### src/logic/wlec_defines.svh
// Constants for the write latch and erase sequencer
`ifndef WLEC_DEFINES_SVH
`define WLEC_DEFINES_SVH
`define WLEC_OP_WREN 8'h06
`define WLEC_OP_WRDI 8'h04
`define WLEC_OP_SSE 8'h20
`define WLEC_OP_SE 8'hd8
`define WLEC_OP_BE 8'hc7
`define WLEC_OP_SUSP 8'h75
`define WLEC_OP_RESM 8'h7a
`define WLEC_OP_CLFS 8'h50
`define WLEC_ADDR_BITS 24
`define WLEC_FLAG_RESET 8'h80
`define WLEC_FLAG_READY 7
`define WLEC_FLAG_ESUSP 6
`define WLEC_FLAG_EERR 5
`define WLEC_FLAG_PROT 1
`define WLEC_MODE_EXT 2'h0
`define WLEC_MODE_DUAL 2'h1
`define WLEC_MODE_QUAD 2'h2
`define WLEC_CLK_MHZ 50
`define WLEC_SSE_TIME_US 64
`define WLEC_SE_TIME_US 256
`define WLEC_BE_TIME_US 4096
`define WLEC_TIMEOUT_US 8192
`define WLEC_SSE_CYC (`WLEC_SSE_TIME_US * `WLEC_CLK_MHZ)
`define WLEC_SE_CYC (`WLEC_SE_TIME_US * `WLEC_CLK_MHZ)
`define WLEC_BE_CYC (`WLEC_BE_TIME_US * `WLEC_CLK_MHZ)
`define WLEC_TIMEOUT_CYC (`WLEC_TIMEOUT_US * `WLEC_CLK_MHZ)
`endif

### src/logic/wlec_pkg.sv
// Types for the write latch and erase sequencer
package wlec_pkg;
	typedef enum logic [1:0] {WLEC_IDLE, WLEC_BUSY, WLEC_SUSP} wlec_op_state_t;
	typedef enum logic [1:0] {WLEC_NONE, WLEC_SSE, WLEC_SE, WLEC_BE} wlec_erase_kind_t;
	typedef struct packed {
		logic erase_start;
		wlec_erase_kind_t kind;
		logic [23:0] addr;
	} wlec_erase_req_t;
	typedef struct packed {
		logic [1:0] sclk_s;
		logic [1:0] csn_s;
		logic [7:0] dq_s;
	} wlec_sync_t;
endpackage : wlec_pkg

### src/logic/wlec_frame_rx.sv
// Serial frame receiver: opcode and address shifting per lane mode
`timescale 1ns/10ps
`include "wlec_defines.svh"
module wlec_frame_rx (
	input wire logic clock,
	input wire logic sys_rst,
	input wire logic sclk_rise,
	input wire logic frame_open,
	input wire logic [3:0] dq_in,
	input wire logic [1:0] lane_mode,
	output logic [7:0] opcode,
	output logic [23:0] addr,
	output logic [5:0] bit_count
);
	typedef struct packed {
		logic [31:0] shift;
		logic [5:0] cnt;
	} wlec_rx_state_t;
	wlec_rx_state_t q, d;
	logic [2:0] step;
	always_comb
	begin
		d = q;
		step = 3'h1;
		if (lane_mode == `WLEC_MODE_DUAL)
			step = 3'h2;
		else if (lane_mode == `WLEC_MODE_QUAD)
			step = 3'h4;
		if (!frame_open)
		begin
			d.cnt = 6'h0;
			d.shift = 32'h0;
		end
		else if (sclk_rise && q.cnt < 6'h20)
		begin
			case (step)
				3'h2: d.shift = {q.shift[29:0], dq_in[1:0]};
				3'h4: d.shift = {q.shift[27:0], dq_in};
				default: d.shift = {q.shift[30:0], dq_in[0]};
			endcase
			d.cnt = q.cnt + 6'(step);
		end
	end
	always_ff @(posedge clock or posedge sys_rst)
	begin
		if (sys_rst)
			q <= '0;
		else
			q <= d;
	end
	assign bit_count = q.cnt;
	assign opcode = (q.cnt > 6'h8) ? q.shift[31:24] : q.shift[7:0];
	assign addr = q.shift[23:0];
endmodule : wlec_frame_rx

### src/logic/wlec_top.sv
// Write enable latch and erase command sequencer
`timescale 1ns/10ps
`include "wlec_defines.svh"
// ==========================================
module wlec_top #(
	parameter int unsigned SSE_CYC = `WLEC_SSE_CYC,
	parameter int unsigned SE_CYC = `WLEC_SE_CYC,
	parameter int unsigned BE_CYC = `WLEC_BE_CYC,
	parameter int unsigned TIMEOUT_CYC = `WLEC_TIMEOUT_CYC
) (
	input wire logic clock,
	input wire logic sys_rst,
	input wire logic serial_clk,
	input wire logic chip_sel_n,
	input wire logic [3:0] serial_lane,
	input wire logic [1:0] lane_mode,
	input wire logic region_protected,
	input wire logic any_sector_locked,
	input wire logic erase_fault,
	output logic write_enable_latch,
	output logic write_in_progress,
	output logic [7:0] flag_status,
	output logic erase_pulse,
	output logic [1:0] erase_kind,
	output logic [23:0] erase_addr
);
	// ==========================================
	// State
	typedef struct packed {
		wlec_pkg::wlec_sync_t sync;
		logic sclk_last;
		logic csn_last;
		logic wel;
		logic wip;
		logic [7:0] flags;
		wlec_pkg::wlec_op_state_t st;
		wlec_pkg::wlec_erase_req_t req;
		logic [31:0] remain;
		logic [31:0] age;
		logic erase_pulse;
	} wlec_top_state_t;
	wlec_top_state_t q, d;
	logic [7:0] opcode;
	logic [23:0] addr;
	logic [5:0] bits;
	logic sclk_rise;
	logic frame_open;
	logic frame_end;
	logic [5:0] abits;
	logic op_only;
	logic addressed;
	// ==========================================
	// Receiver
	assign sclk_rise = q.sync.sclk_s[1] && !q.sclk_last;
	assign frame_open = !q.sync.csn_s[1];
	assign frame_end = q.sync.csn_s[1] && !q.csn_last;
	wlec_frame_rx wlec_frame_rx_inst (
		.clock(clock),
		.sys_rst(sys_rst),
		.sclk_rise(sclk_rise),
		.frame_open(frame_open),
		// Second sync stage only; first stage may be metastable
		.dq_in(q.sync.dq_s[7:4]),
		.lane_mode(lane_mode),
		.opcode(opcode),
		.addr(addr),
		.bit_count(bits)
	);
	// ==========================================
	// Command decode
	always_comb
	begin
		d = q;
		d.erase_pulse = 1'b0;
		// Clock, select and lane pins pass two flops before any use
		d.sync.sclk_s = {q.sync.sclk_s[0], serial_clk};
		d.sync.csn_s = {q.sync.csn_s[0], chip_sel_n};
		d.sync.dq_s = {q.sync.dq_s[3:0], serial_lane};
		d.sclk_last = q.sync.sclk_s[1];
		d.csn_last = q.sync.csn_s[1];
		abits = 6'h8 + 6'(`WLEC_ADDR_BITS);
		op_only = frame_end && bits == 6'h8;
		addressed = frame_end && bits == abits;
		if (op_only && q.st == wlec_pkg::WLEC_IDLE)
		begin
			case (opcode)
				`WLEC_OP_WREN: d.wel = 1'b1;
				`WLEC_OP_WRDI: d.wel = 1'b0;
				`WLEC_OP_BE:
				begin
					if (q.wel)
					begin
						if (any_sector_locked)
						begin
							d.flags[`WLEC_FLAG_PROT] = 1'b1;
							d.flags[`WLEC_FLAG_EERR] = 1'b1;
						end
						else
						begin
							d.st = wlec_pkg::WLEC_BUSY;
							d.req.kind = wlec_pkg::WLEC_BE;
							d.remain = BE_CYC;
						end
					end
				end
				`WLEC_OP_CLFS: d.flags = `WLEC_FLAG_RESET;
				default: d.wel = q.wel;
			endcase
		end
		else if (addressed && q.st == wlec_pkg::WLEC_IDLE && q.wel &&
			(opcode == `WLEC_OP_SSE || opcode == `WLEC_OP_SE))
		begin
			if (region_protected)
			begin
				d.flags[`WLEC_FLAG_PROT] = 1'b1;
				d.flags[`WLEC_FLAG_EERR] = 1'b1;
			end
			else
			begin
				d.st = wlec_pkg::WLEC_BUSY;
				d.req.addr = addr;
				d.req.kind = (opcode == `WLEC_OP_SSE) ? wlec_pkg::WLEC_SSE : wlec_pkg::WLEC_SE;
				d.remain = (opcode == `WLEC_OP_SSE) ? SSE_CYC : SE_CYC;
			end
		end
		else if (op_only && opcode == `WLEC_OP_SUSP && q.st == wlec_pkg::WLEC_BUSY &&
			q.req.kind != wlec_pkg::WLEC_BE)
		begin
			d.st = wlec_pkg::WLEC_SUSP;
			d.wip = 1'b0;
			d.flags[`WLEC_FLAG_ESUSP] = 1'b1;
			d.flags[`WLEC_FLAG_READY] = 1'b1;
		end
		else if (op_only && opcode == `WLEC_OP_RESM && q.st == wlec_pkg::WLEC_SUSP)
		begin
			d.st = wlec_pkg::WLEC_BUSY;
			d.flags[`WLEC_FLAG_ESUSP] = 1'b0;
		end
		// ==========================================
		// Erase engine
		case (q.st)
			wlec_pkg::WLEC_BUSY:
			begin
				d.wip = 1'b1;
				d.wel = 1'b0;
				d.flags[`WLEC_FLAG_READY] = 1'b0;
				d.age = q.age + 32'h1;
				if (erase_fault || q.age >= TIMEOUT_CYC)
				begin
					d.flags[`WLEC_FLAG_EERR] = 1'b1;
					d.st = wlec_pkg::WLEC_IDLE;
				end
				else if (q.remain <= 32'h1)
				begin
					d.erase_pulse = 1'b1;
					d.st = wlec_pkg::WLEC_IDLE;
				end
				else
					d.remain = q.remain - 32'h1;
			end
			wlec_pkg::WLEC_SUSP:
			begin
				d.wip = 1'b0;
				d.flags[`WLEC_FLAG_READY] = 1'b1;
			end
			default:
			begin
				d.wip = 1'b0;
				d.age = 32'h0;
				d.flags[`WLEC_FLAG_READY] = 1'b1;
			end
		endcase
	end
	// ==========================================
	// Registers
	always_ff @(posedge clock or posedge sys_rst)
	begin
		if (sys_rst)
		begin
			q <= '0;
			q.flags <= `WLEC_FLAG_RESET;
			q.sync.csn_s <= 2'h3;
			q.csn_last <= 1'b1;
		end
		else
			q <= d;
	end
	assign write_enable_latch = q.wel;
	assign write_in_progress = q.wip;
	assign flag_status = q.flags;
	assign erase_pulse = q.erase_pulse;
	assign erase_kind = q.req.kind;
	assign erase_addr = q.req.addr;
endmodule : wlec_top

### config.mk
export PLATFORM = sky130hd
export DESIGN_NAME = wlec_top
export DESIGN_NICKNAME = d
export VERILOG_FILES = /design/src/logic/wlec_pkg.sv /design/src/logic/wlec_frame_rx.sv /design/src/logic/wlec_top.sv
export VERILOG_INCLUDE_DIRS = /design/src /design/src/logic
export SDC_FILE = /design/constraint.sdc
export NUM_CORES = 1
export LEC_CHECK = 0
export BUFFER_PORTS_ARGS = -buffer_cell sky130_fd_sc_hd__buf_2
export CELL_PAD_IN_SITES_DETAIL_PLACEMENT = 0
export CELL_PAD_IN_SITES_GLOBAL_PLACEMENT = 1
export CORE_MARGIN = 4
export CORE_UTILIZATION = 40
export DETAILED_ROUTE_END_ITERATION = 6
export PLACE_DENSITY = 0.67
export RECOVER_POWER = 25
export SLEW_MARGIN = 40
export SYNTH_ARGS = -nofsm -noshare
export SYNTH_HDL_FRONTEND = slang
export SYNTH_SLANG_ARGS = --single-unit
### constraint.sdc
create_clock -name clock -period 6.3 [get_ports clock]
set_input_delay 0.63 -clock clock [delete_from_list [all_inputs] [get_ports clock]]
set_output_delay 0.63 -clock clock [all_outputs]
set_load 0.01 [all_outputs]
# ---- Yosys cells after proc, flatten, opt, wreduce, memory -nomap -nowiden
# Index checks and enable logic that the tools add are counted.
dict set report word_totals {
  in_bits 13
  register_bits 151
  word_cells 141
}
dict set report classes {
  eq_ne 26
  muxes 58
  magnitude_cmp 4
  n_bitwise 2
  n_reduce_logical 30
  add_sub_neg 3
}
# cell count
set ops {}
lappend ops {{two-way mux 32 bit} 7}
lappend ops {{one-hot mux 32 bit (2 select lines)} 2}
lappend ops {{two-way mux 58 bit} 2}
lappend ops {{two-way mux 38 bit} 2}
lappend ops {{two-way mux 2 bit} 18}
lappend ops {{adder 32 x 1 -> 32 bit (second input constant)} 1}
lappend ops {{greater-or-equal comparator 32 x 19 -> 1 bit (second input constant)} 1}
lappend ops {{<= comparator 32 x 1 -> 1 bit (second input constant)} 1}
lappend ops {{subtractor 32 x 1 -> 32 bit (second input constant)} 1}
lappend ops {{equality test 8 x 7 -> 1 bit (second input constant)} 3}
lappend ops {{two-way mux 1 bit} 20}
lappend ops {{equality test 8 x 3 -> 1 bit (second input constant)} 2}
lappend ops {{equality test 8 bit (second input constant)} 2}
lappend ops {{logical AND 1 bit} 14}
lappend ops {{two-way mux 14 bit} 1}
lappend ops {{AND reduction 5 bit} 2}
lappend ops {{equality test 8 x 6 -> 1 bit (second input constant)} 1}
lappend ops {{two-way mux 8 bit} 1}
lappend ops {{!= test 2 bit (second input constant)} 4}
lappend ops {{nonzero test 2 bit} 4}
lappend ops {{adder 6 x 3 -> 6 bit} 1}
lappend ops {{equality test 6 x 4 -> 1 bit (second input constant)} 1}
lappend ops {{equality test 6 bit (second input constant)} 1}
lappend ops {{greater-than comparator 6 x 4 -> 1 bit (second input constant)} 1}
lappend ops {{17 further kinds} 30}

# ---- Logic depth before layout (Yosys ltp)
# Gate-level depths: netlist (run 1).
dict set report depth {
  word_depth 12
  depth_mapped 9
}

# ---- Hierarchy
# Synthesis (run 1) repeated with hierarchy kept, for this count alone.
dict set report hier_totals {
  hier_cells 844
  area_unflattened_um2 8042.7
}
# mod cells_per_inst instances area_each_um2
set by_module_without_submodules {}
lappend by_module_without_submodules {wlec_top 588 1 5605.4}
lappend by_module_without_submodules {wlec_frame_rx 256 1 2437.3}

# ---- Least setup slack after synthesis (run 1)
# Ideal clock, no wire load.
dict set report synth_path {
  path_type {register to register}
  from {register q[55] in the netlist's numbering}
  to {register q[40] in the netlist's numbering}
  stages_incl_launch_ff 9
  arrival_time_ps 2069
  setup_ps 86
  slack_ps 4145
  cell_sequence {dfrtp_1 or4_1 buf_2 nor3_4 nand4bb_1 buf_2 nand4_1 mux2_2 nor3_1}
}
# item line_no
set synth_lines {}
lappend synth_lines {{start, declared} wlec_top.sv:42} ;# wlec_top_state_t q, d;

# ---- Worst setup path after layout (run 1)
dict set report layout_path {
  from {register q (netlist bit d[104])}
  to {register q (netlist bit erase_addr[15])}
}
dict set report layout_between {
  elab_chain_cells 6
  word_cells_on_any_way 9
}
# item line_no
set layout_rtl {}
lappend layout_rtl {{logical AND 1 bit *} wlec_top.sv:56} ;# assign frame_end = q.sync.csn_s[1] && !q.csn_last;
lappend layout_rtl {{logical AND 1 bit} wlec_top.sv:83} ;# addressed = frame_end && bits == abits;
lappend layout_rtl {{logical AND 1 bit (3 in a row)} wlec_top.sv:110} ;# else if (addressed && q.st == wlec_pkg::WLEC_IDLE && q.wel &&
lappend layout_rtl {{AND reduction 3 bit (no source line) *} n/a}
# Mark *: on every way between the ends. The rest lies on a longest branch, timed or not.
# A chain may end at the register's enable or synchronous reset.

==> flow_summary.yaml, run 1 <==
sta:
  fmax_mhz: 286
  drv_slew: 109
  hold_viol: 0
  max_slew_margin: -1.04
  setup_viol: 0
  min_period_over_period: 0.555
  layout_min_cycle_time_ns: 3.50
  fin_setup_tns_ns: 0
  rsz0062_at_grt: "no"
  fin_skew_ns: 0.0174
  worst_slack_ns: 2.80
  worst_pin_slew_ns: 3.05
power:
  peakVddDrop_v: 0.000235
  p_per_area_mw_per_mm2: 243
  internal-power_w: 0.00164
  power_frac_comb: 0.037
  p_seq_frac: 0.467
  p_sw_frac: 0.230
  power.switching_w: 0.000489
  power_frac_clock: 0.497
  power.leakage_nw: 3.81
clock_tree:
  post_cts_buffers: 0
  path_clk_slew_ns: 0.07
  ctsResizeCount: 0
  holdBufCountCts: 0
  clockBufferDepth: 2
  clk_latency_ns: 0.43
  htreeDepth: 4
  numCtsBuffers: 17
  cts_tree: "yes"
  cts_sinks: 151
  cts_root_buffer: "clkbuf_16"
detailed_routing:
  via_per_inst: 5.44
  wire_per_inst_um: 16.4
  post-route-drc-count: 0
  first_pass_iters: 5
  routed_wl_mm: 18.3
  vias: 6052
  drtIter0Drc: 391
  drtAntennaViolNets: 0
floorplan:
  die_area_mm2: 0.0222
  io_pins: 50
  die_x_um: 149
  rows: 51
  start_util: 0.408
  core-area_mm2: 0.0195
  die_h_um: 149
setup_path:
  required_ns: 6.61
  path_class: "reg2reg"
  startpoint_type: "flip-flop"
  end_kind: "flip-flop"
  path_max_fanout: 40
  worst-r2r-cell-count: 6
  cp.arrival_ns: 3.81
logic_synthesis:
  synth_area_leaders: "dfrtp_1 46%, nand2_1 6.6%, o21ai_0 3.8%"
  yosysSeqAreaShare: 0.475
  syn_area_per_cell_um2: 9.41
  postSynth.asyncResetShare: 1.00
  yosysWarnings: 0
  ys_seq_elements: 151
  ys_types: 73
  synth_top_area_share: 0.462
  synth-edff-count: 0
  synth.most_common_cell: "dfrtp_1"
  yosys-top-cells-count: "147 x dfrtp_1, 141 x nand2_1, 60 x o21ai_0, 55 x nor2_1, 41 x a21oi_1"
  synth_cells: 846
  ys.flop_type: "dfrtp_1"
  synth_area_mm2: 0.00796
  yosys.area.top_type: "dfrtp_1"
placed_design:
  place_hpwl_mm: 12.0
  dp_slack_ns: 3.19
  numPortBuffers: 45
  globalplace.congestion: 0.819
cells_and_area:
  utilization: 0.448
  antenna_cells: 0
  final_nets: 860
  drive_gt1_frac: 0.164
  nFillCells: 1900
  area_delta_synth_final_pct: 9.97
hold_path:
  min_path_type: "in2reg"
  whs_path_depth: 1
global_routing:
  grt_pass1_vias: 5896
  antenna_found_initial: 0
  track_usage: 0.170
  grt_overflow: 0
  grt_pass1_wl_mm: 30.9
  grt_max_degree: 85
flow_run:
  max_cap_viol_count: 2
outcome:
  outcome: "finished with violations"
  failed_checks: "max-capacitance violations, max-slew violations"
==> layout by cell type (no fill, tap or decap), types with 4 or more instances in the layout <==
cell,netlist,routed
clkbuf_16,0,17
xnor2_1,11,11
o211ai_1,5,5
nor3_1,14,14
dfrtp_1,147,147
o21ai_0,60,60
nand3_1,33,33
o31ai_1,6,6
or4_1,4,4
nand4b_1,5,5
buf_2,10,45
buf_4,34,4
or2_2,4,4
nand4_1,16,16
clkinv_4,0,4
a21oi_1,41,41
mux2_2,26,26
o41ai_1,6,6
o311ai_0,5,5
and3_1,9,9
nor4_1,15,15
ha_1,11,9
inv_1,14,13
nor2_1,55,53
a22oi_1,30,30
conb_1,1,4
mux2i_1,11,11
xor2_1,25,25
or3_1,4,4
nand2_1,141,141
==> worst paths after layout <==
check                                 startpoint                                     endpoint  slack [ns]
worst max-delay path            d[104]$_DFF_PP1_                   erase_addr[15]$_DFFE_PP0P_        2.80
worst min-delay path                  chip_sel_n                             d[115]$_DFF_PP1_        0.30
worst max register to register  d[104]$_DFF_PP1_                   erase_addr[15]$_DFFE_PP0P_        2.80
worst min register to register  d[112]$_DFF_PP0_                             q[112]$_DFF_PP0_        0.35
max in group asynchronous                sys_rst  wlec_frame_rx_inst.bit_count[4]$_DFFE_PP0P_        3.40
min in group asynchronous                sys_rst                             q[9]$_DFFE_PP0P_        1.08
==> through the flow <==
stage	total power (W)	std cells	instance area, um^2	hold slack, ns
2_1_floorplan	0.00106	849	7970	0.331
3_3_place_gp	0.00109	1081	8120	0.333
3_5_place_dp	0.00109	1081	8140	0.335
4_1_cts	0.00216	1113	8750	0.274
5_1_grt	0.00221	1113	8750	0.275
6_report	0.00212	1113	8750	0.304
==> area by class of cell <==
class | count | area [um^2] | area share
Tap cell | 265 | 332 | 0.0379
Clock inverter | 13 | 171 | 0.0196
Sequential cell | 151 | 3780 | 0.432
Timing Repair Buffer | 50 | 269 | 0.0307
Multi-Input combinational cell | 600 | 3700 | 0.422
Clock buffer | 19 | 443 | 0.0506
Inverter | 15 | 57.6 | 0.00658
==> registers in the layout (all words and copies together), names as in the netlist, 2 cells and up <==
register / cells
d: 8
erase_addr: 24
erase_kind: 2
flag_status: 4
q: 72
wlec_frame_rx_inst.addr: 24
wlec_frame_rx_inst.bit_count: 6
wlec_frame_rx_inst.q: 8
==> metal layers <==
layer,global-route usage,vias to the layer above,routed length (um)
met4,0.0412,0,127
li1,-,2954,-
met5,0,-,0
met3,0.0395,8,657
met2,0.272,113,8820
met1,0.236,2977,8670
==> power groups by stage <==
stage | Clock (W) | Sequential, W | Combinational [W]
after detailed placement | 0 | 0.00101 | 0.0000797
after floorplan | 0 | 0.00100 | 0.0000634
after global routing | 0.00113 | 0.000993 | 0.0000886
final | 0.00106 | 0.000992 | 0.0000776
after global placement | 0 | 0.00101 | 0.0000770
after CTS | 0.00109 | 0.000992 | 0.0000799
==> critical path, stage by stage (launching register included) <==
cell and delay, ns:
dfstp_1 1.51, nor2b_1 0.27, nand4_1 0.20, or2_2 0.36, nor2_2 0.23, buf_4 0.38, mux2_2 0.39
==> logic make-up after synthesis <==
group / count (synthesis) / synth area share
simple gates: 332 / 0.205
buf+inv: 98 / 0.0640
fa+ha+maj: 12 / 0.0198
mux: 37 / 0.0506
compound gates: 179 / 0.145
xor+xnor: 36 / 0.0396
other cells: 1 / 0.000471
flops: 151 / 0.475
Power figures use the tool's default switching activity.
==> inputs of run 2 (changes only) <==
--- a/config.mk
+++ b/config.mk
@@ -6,13 +6,14 @@
 export SDC_FILE = /design/constraint.sdc
 export NUM_CORES = 1
 export LEC_CHECK = 0
+export ABC_AREA = 1
 export BUFFER_PORTS_ARGS = -buffer_cell sky130_fd_sc_hd__buf_2
 export CELL_PAD_IN_SITES_DETAIL_PLACEMENT = 0
 export CELL_PAD_IN_SITES_GLOBAL_PLACEMENT = 1
 export CORE_MARGIN = 4
 export CORE_UTILIZATION = 40
 export DETAILED_ROUTE_END_ITERATION = 6
-export PLACE_DENSITY = 0.67
+export PLACE_DENSITY = 0.72
 export RECOVER_POWER = 25
 export SLEW_MARGIN = 40
 export SYNTH_ARGS = -nofsm -noshare
==> constraint.sdc (replaced) <==
create_clock -name clock -period 3.2 [get_ports clock]
set_input_delay 0.32 -clock clock [delete_from_list [all_inputs] [get_ports clock]]
set_output_delay 0.32 -clock clock [all_outputs]
set_load 0.01 [all_outputs]
==> run 2 against run 1 <==
Effect of this change:
- the run still ends with max-capacitance violations, max-slew violations left
- largest power group unchanged
- synthesized cell count up 24%
- setup slack got worse by 2.4 ns
- utilization grew 0.35 points
- critical endpoint is now q[50]$_DFF_PP0_
- power grew 100%
==> flow_summary.yaml, run 2 <==
outcome:
  outcome: "finished with violations"
  failed_checks: "max-capacitance violations, max-slew violations"
setup_path:
  startpoint_type: "flip-flop"
  cp.arrival_ns: 3.07
  r2r_start: "wlec_frame_rx_inst.bit_count[1]$_DFFE_PP0P_"
  cpPeakStageDelay_ns: 0.44
  path_class: "reg2reg"
  worst-r2r-cell-count: 14
  path_max_fanout: 16
  critical_path.cell_chain: "nor2_1 > nand3_4 > nand2_2 > nand2_1 > nand2_1 > nand2_1 > nor2_2 > nand2_1 > nand2_4 > nand3_1 > nand2_1 > nand2_1 > o21ai_1 > inv_1"
  required_ns: 3.51
  r2r_setup_slack_ns: 0.44
  cp_slowest_cell: "dfrtp_1"
  end_kind: "flip-flop"
  cp_common_cell: "nand2_1"
  cp-endpoint: "q[50]$_DFF_PP0_"
  crit_path_start: "wlec_frame_rx_inst.bit_count[1]$_DFFE_PP0P_"
  timing.rr.end: "q[50]$_DFF_PP0_"
logic_synthesis:
  ys.flop_type: "dfrtp_1"
  yosysWarnings: 0
  postSynth.asyncResetShare: 1.00
  synth-edff-count: 0
  ys_types: 47
  yosys-top-cells-count: "175 x nand2_1, 147 x dfrtp_1, 129 x nor2_1, 122 x inv_1, 71 x nand3_1"
  synth_top_area_share: 0.434
  yosysSeqAreaShare: 0.446
  syn_area_per_cell_um2: 8.08
  synth_cells: 1050
  synth.most_common_cell: "nand2_1"
  ys_seq_elements: 151
  synth_area_mm2: 0.00848
  synth_area_leaders: "dfrtp_1 43%, nand2_1 7.7%, nor2_1 5.7%"
  yosys.area.top_type: "dfrtp_1"
cells_and_area:
  largest_register_ff_count: 72
  area_delta_synth_final_pct: 11.6
  fin_area_mm2: 0.00947
  final_cell_mix: "175 x nand2_1, 147 x dfrtp_1, 129 x nor2_1, 121 x inv_1, 71 x nand3_1"
  drive_gt1_frac: 0.139
  final_common_cell: "nand2_1"
  final_nets: 1103
  utilization: 0.452
  final_cells: 1366
  largest-register: "q"
  antenna_cells: 0
detailed_routing:
  post-route-drc-count: 0
  via_per_inst: 5.20
  first_pass_iters: 4
  drtAntennaViolNets: 0
  wire_per_inst_um: 15.2
  drtIter0Drc: 472
  routed_wl_mm: 20.8
  vias: 7106
clock_tree:
  post_cts_buffers: 0
  clockBufferDepth: 2
  path_clk_slew_ns: 0.06
  cts_sinks: 151
  numCtsBuffers: 17
  cts_root_buffer: "clkbuf_16"
  cts_tree: "yes"
  clk_latency_ns: 0.42
  htreeDepth: 4
power:
  power_frac_comb: 0.070
  internal-power_w: 0.00324
  power.switching_w: 0.00109
  power.leakage_nw: 4.29
  p_seq_frac: 0.457
  peakVddDrop_v: 0.000318
  p_total_w: 0.00433
  p_per_area_mw_per_mm2: 458
  power_frac_clock: 0.474
  p_sw_frac: 0.252
global_routing:
  track_usage: 0.186
  antenna_found_initial: 0
  grt_pass1_vias: 7064
  grt_overflow: 0
  grt_pass1_wl_mm: 36.6
  grt_max_degree: 52
sta:
  fin_skew_ns: 0.00938
  worst_pin_slew_ns: 1.58
  drv_slew: 35
  fin_setup_tns_ns: 0
  max_slew_margin: -0.0538
  setup_viol: 0
  hold_viol: 0
  rsz0062_at_grt: "no"
  min_period_over_period: 0.863
  layout_min_cycle_time_ns: 2.76
  fmax_mhz: 362
placed_design:
  dp.cells: 1327
  numPortBuffers: 45
  place_hpwl_mm: 15.0
  placed_cell_area_mm2: 0.00884
  globalplace.congestion: 0.835
floorplan:
  rows: 53
  start_util: 0.405
  io_pins: 50
  die_area_mm2: 0.0236
  core-area_mm2: 0.0210
  die_h_um: 154
  die_x_um: 154
flow_run:
  max_cap_viol_count: 1
hold_path:
  min_path_type: "reg2reg"
-- run 2: how the worst min path moves through the flow --
stage                          start               end  depth (start not counted)
global placement    d[113]$_DFF_PP0_  q[113]$_DFF_PP0_                          0
global route        d[110]$_DFF_PP0_  q[110]$_DFF_PP0_                          0
finish              d[112]$_DFF_PP0_  q[112]$_DFF_PP0_                          0
floorplan                 chip_sel_n  d[115]$_DFF_PP1_                          0
CTS                 d[112]$_DFF_PP0_  q[112]$_DFF_PP0_                          0
detailed placement  d[112]$_DFF_PP0_  q[112]$_DFF_PP0_                          0
-- run 2: cell type report --
type                    count  area (um^2)
flip-flops and latches    151         3780
well taps                 275          344
repair buffers             76          469
inverters                 131          495
multi-input cells         701         3780
clock inverters            12          141
fillers                  2151        11500
clock buffers              20          457
-- run 2: per-stage QoR --
stage	hold slack (ns)	setup slack, ns
after floorplan	0.324	0.980
after global placement	0.334	0.527
after global routing	0.356	0.107
final	0.349	0.438
after CTS	0.351	0.453
after detailed placement	0.336	0.486
-- run 2: power by group through the flow --
stage	combinational (W)	sequential [W]	clock [W]
finish	0.000302	0.00198	0.00205
CTS	0.000312	0.00198	0.00210
global placement	0.000299	0.00201	0
global route	0.000349	0.00198	0.00220
detailed placement	0.000304	0.00201	0
floorplan	0.000221	0.00200	0
-- run 2: kinds of logic (layout without fill, tap and decap cells) --
| group | Yosys count | in the layout | share of synthesized area |
|---|---|---|---|
| and+or+nand+nor | 466 | 466 | 0.242 |
| buffers and inverters | 201 | 239 | 0.110 |
| AOI/OAI and AO/OA | 196 | 196 | 0.158 |
| DFF | 151 | 151 | 0.446 |
| xor gates and xnor gates | 20 | 20 | 0.0207 |
| adders and majority gates | 12 | 12 | 0.0186 |
| muxes | 3 | 3 | 0.00354 |
| other | 1 | 4 | 0.000442 |
-- run 2: metal layers --
metal	wire length, um	global-route usage	share of wire
met1	10500	0.274	0.51
met2	9460	0.291	0.45
met3	688	0.0290	0.033
met4	134	0.0421	0.0064
met5	0	0	0
-- run 2: worst max-delay path: cells and delay by family (launching register included) --
family	cells	cell delay (ns)
AND/OR/NAND/NOR	12	2.08
AO/OA/AOI/OAI	1	0.08
flip-flops	1	0.44
buffers and inverters	1	0.05
-- run 2: timing repair --
item | in CTS | in global routing
endpoints found under the hold margin | 20 | 0
endpoints found under the setup margin | 0 | 0
resized for setup | 0 | 0
hold buffers | 7 | 0
==> inputs of run 3 (changes only) <==
--- a/config.mk
+++ b/config.mk
@@ -11,9 +11,9 @@
 export CELL_PAD_IN_SITES_DETAIL_PLACEMENT = 0
 export CELL_PAD_IN_SITES_GLOBAL_PLACEMENT = 1
 export CORE_MARGIN = 4
-export CORE_UTILIZATION = 40
+export CORE_UTILIZATION = 42
 export DETAILED_ROUTE_END_ITERATION = 6
-export PLACE_DENSITY = 0.72
+export PLACE_DENSITY = 0.75
 export RECOVER_POWER = 25
 export SLEW_MARGIN = 40
 export SYNTH_ARGS = -nofsm -noshare
==> run 3 against run 2 <==
Effect of this change:
- register-to-register slack about the same
- largest power group unchanged
- routed wire length down 1.5%
- critical path depth rose by 1
- power is essentially flat
- first-iteration DRC count increased by 5.3%
- largest cell class unchanged
- sequential share of layout area rose by 0.19 points
- cell count is 0.95% lower
- non-clock buffer count decreased by 3
- highest routed layer unchanged
- maximum frequency grew 0.37%
- the run still ends with max-capacitance violations, max-slew violations left
- final area fell by 0.46%
- hold slack got worse by 0.0030 ns
==> flow_summary.yaml, run 3 (synthesized netlist as in run 2, its figures left out) <==
outcome:
  outcome: "finished with violations"
  failed_checks: "max-capacitance violations, max-slew violations"
clock_tree:
  post_cts_buffers: 0
  clk_latency_ns: 0.43
  ctsResizeCount: 0
  cts_root_buffer: "clkbuf_16"
  clockBufferDepth: 2
  numCtsBuffers: 17
  path_clk_slew_ns: 0.06
  htreeDepth: 4
  cts_sinks: 151
  holdBufCountCts: 7
  cts_tree: "yes"
detailed_routing:
  first_pass_iters: 5
  routed_wl_mm: 20.5
  vias: 7123
  drtAntennaViolNets: 0
  via_per_inst: 5.26
  wire_per_inst_um: 15.2
  post-route-drc-count: 0
  drtIter0Drc: 497
setup_path:
  path_max_fanout: 49
  cp_slowest_cell: "dfrtp_1"
  startpoint_type: "flip-flop"
  path_class: "reg2reg"
  cp.arrival_ns: 3.04
  critical_path.cell_chain: "nor2_1 > nand3_4 > nand2_2 > nand2_1 > nand2_1 > nand2_1 > nor2_2 > nand2_2 > nand2_4 > nand2_4 > inv_4 > nand2_4 > buf_4 > nand2_1 > o21ai_2"
  required_ns: 3.49
  end_kind: "flip-flop"
  cpPeakStageDelay_ns: 0.44
  crit_buf_inv: 2
  cp_top_family: "simple AND/OR/NAND/NOR gates"
  cp_common_cell: "nand2_1"
cells_and_area:
  nFillCells: 1972
  final_cell_mix: "175 x nand2_1, 147 x dfrtp_1, 130 x nor2_1, 121 x inv_1, 71 x nand3_1"
  drive_gt1_frac: 0.140
  final_cells: 1353
  largest-register: "q"
  largest_register_ff_count: 72
  fin_area_mm2: 0.00942
  final_common_cell: "nand2_1"
  utilization: 0.479
  final_nets: 1100
  area_delta_synth_final_pct: 11.1
  antenna_cells: 0
sta:
  hold_viol: 0
  setup_viol: 0
  worst_pin_slew_ns: 1.90
  rsz0062_at_grt: "no"
  fin_skew_ns: 0.00850
  fmax_mhz: 363
  worst_slack_ns: 0.448
  layout_min_cycle_time_ns: 2.75
  fin_setup_tns_ns: 0
  max_slew_margin: -0.264
  drv_slew: 143
  min_period_over_period: 0.860
floorplan:
  die_area_mm2: 0.0225
  die_h_um: 150
  start_util: 0.432
  rows: 51
  die_x_um: 150
  io_pins: 50
  core-area_mm2: 0.0197
global_routing:
  gr-max-usage-layer: "met2"
  grt_max_degree: 75
  grt_overflow: 0
  grt_pass1_wl_mm: 35.3
  grt_util_met1: 0.278
  met3_usage: 0.0340
  grt_pass1_vias: 6891
  grt_util_met2: 0.302
  track_usage: 0.193
  antenna_found_initial: 0
hold_path:
  min_path_type: "reg2reg"
placed_design:
  numPortBuffers: 45
  dp_slack_ns: 0.488
  placed_cell_area_mm2: 0.00880
  dp.cells: 1314
  place_hpwl_mm: 14.4
  globalplace.congestion: 0.834
power:
  peakVddDrop_v: 0.000342
  p_per_area_mw_per_mm2: 459
  power.leakage_nw: 4.28
flow_run:
  max_cap_viol_count: 2
==> run 3: worst paths after layout <==
path,startpoint,to,slack [ns],depth (start not counted)
max,wlec_frame_rx_inst.bit_count[1]$_DFFE_PP0P_,erase_addr[3]$_DFFE_PP0P_,0.45,15
min,d[110]$_DFF_PP0_,q[110]$_DFF_PP0_,0.35,0
max reg2reg,wlec_frame_rx_inst.bit_count[1]$_DFFE_PP0P_,erase_addr[3]$_DFFE_PP0P_,0.45,15
min reg2reg,d[110]$_DFF_PP0_,q[110]$_DFF_PP0_,0.35,0
max in group asynchronous,sys_rst,q[42]$_DFF_PP0_,0.56,4
min in group asynchronous,sys_rst,d[113]$_DFF_PP0_,0.45,3
==> run 3: stage by stage <==
| stage | total power, W | hold slack, ns |
|---|---|---|
| floorplan | 0.00222 | 0.324 |
| global placement | 0.00231 | 0.306 |
| detailed placement | 0.00231 | 0.314 |
| CTS | 0.00437 | 0.340 |
| global route | 0.00451 | 0.363 |
| finish | 0.00433 | 0.346 |
==> run 3: area by class of cell <==
type	count	area, um^2	area share
Sequential cell	151	3780	0.402
Multi-Input combinational cell	701	3770	0.400
Inverter	131	495	0.0526
Timing Repair Buffer	73	444	0.0471
Clock buffer	17	425	0.0451
Tap cell	265	332	0.0352
Clock inverter	15	169	0.0179
==> run 3: report_power, final <==
part | switching, W | internal, W
Sequential | 0.0000343 | 0.00194
Clock | 0.000888 | 0.00117
Combinational | 0.000205 | 0.0000907
==> run 3: worst reg2reg max path: cells and delay by family, from the launching register on <==
kind	cells	cell delay (ns)
compound gates	1	0.07
buf+inv	2	0.43
flops	1	0.44
simple gates	12	1.68
==> run 3: layer usage <==
metal / share of wire / wire [um]
met4: 0.0096 / 196
met1: 0.49 / 9960
met5: 0 / 0
met3: 0.042 / 871
met2: 0.46 / 9480
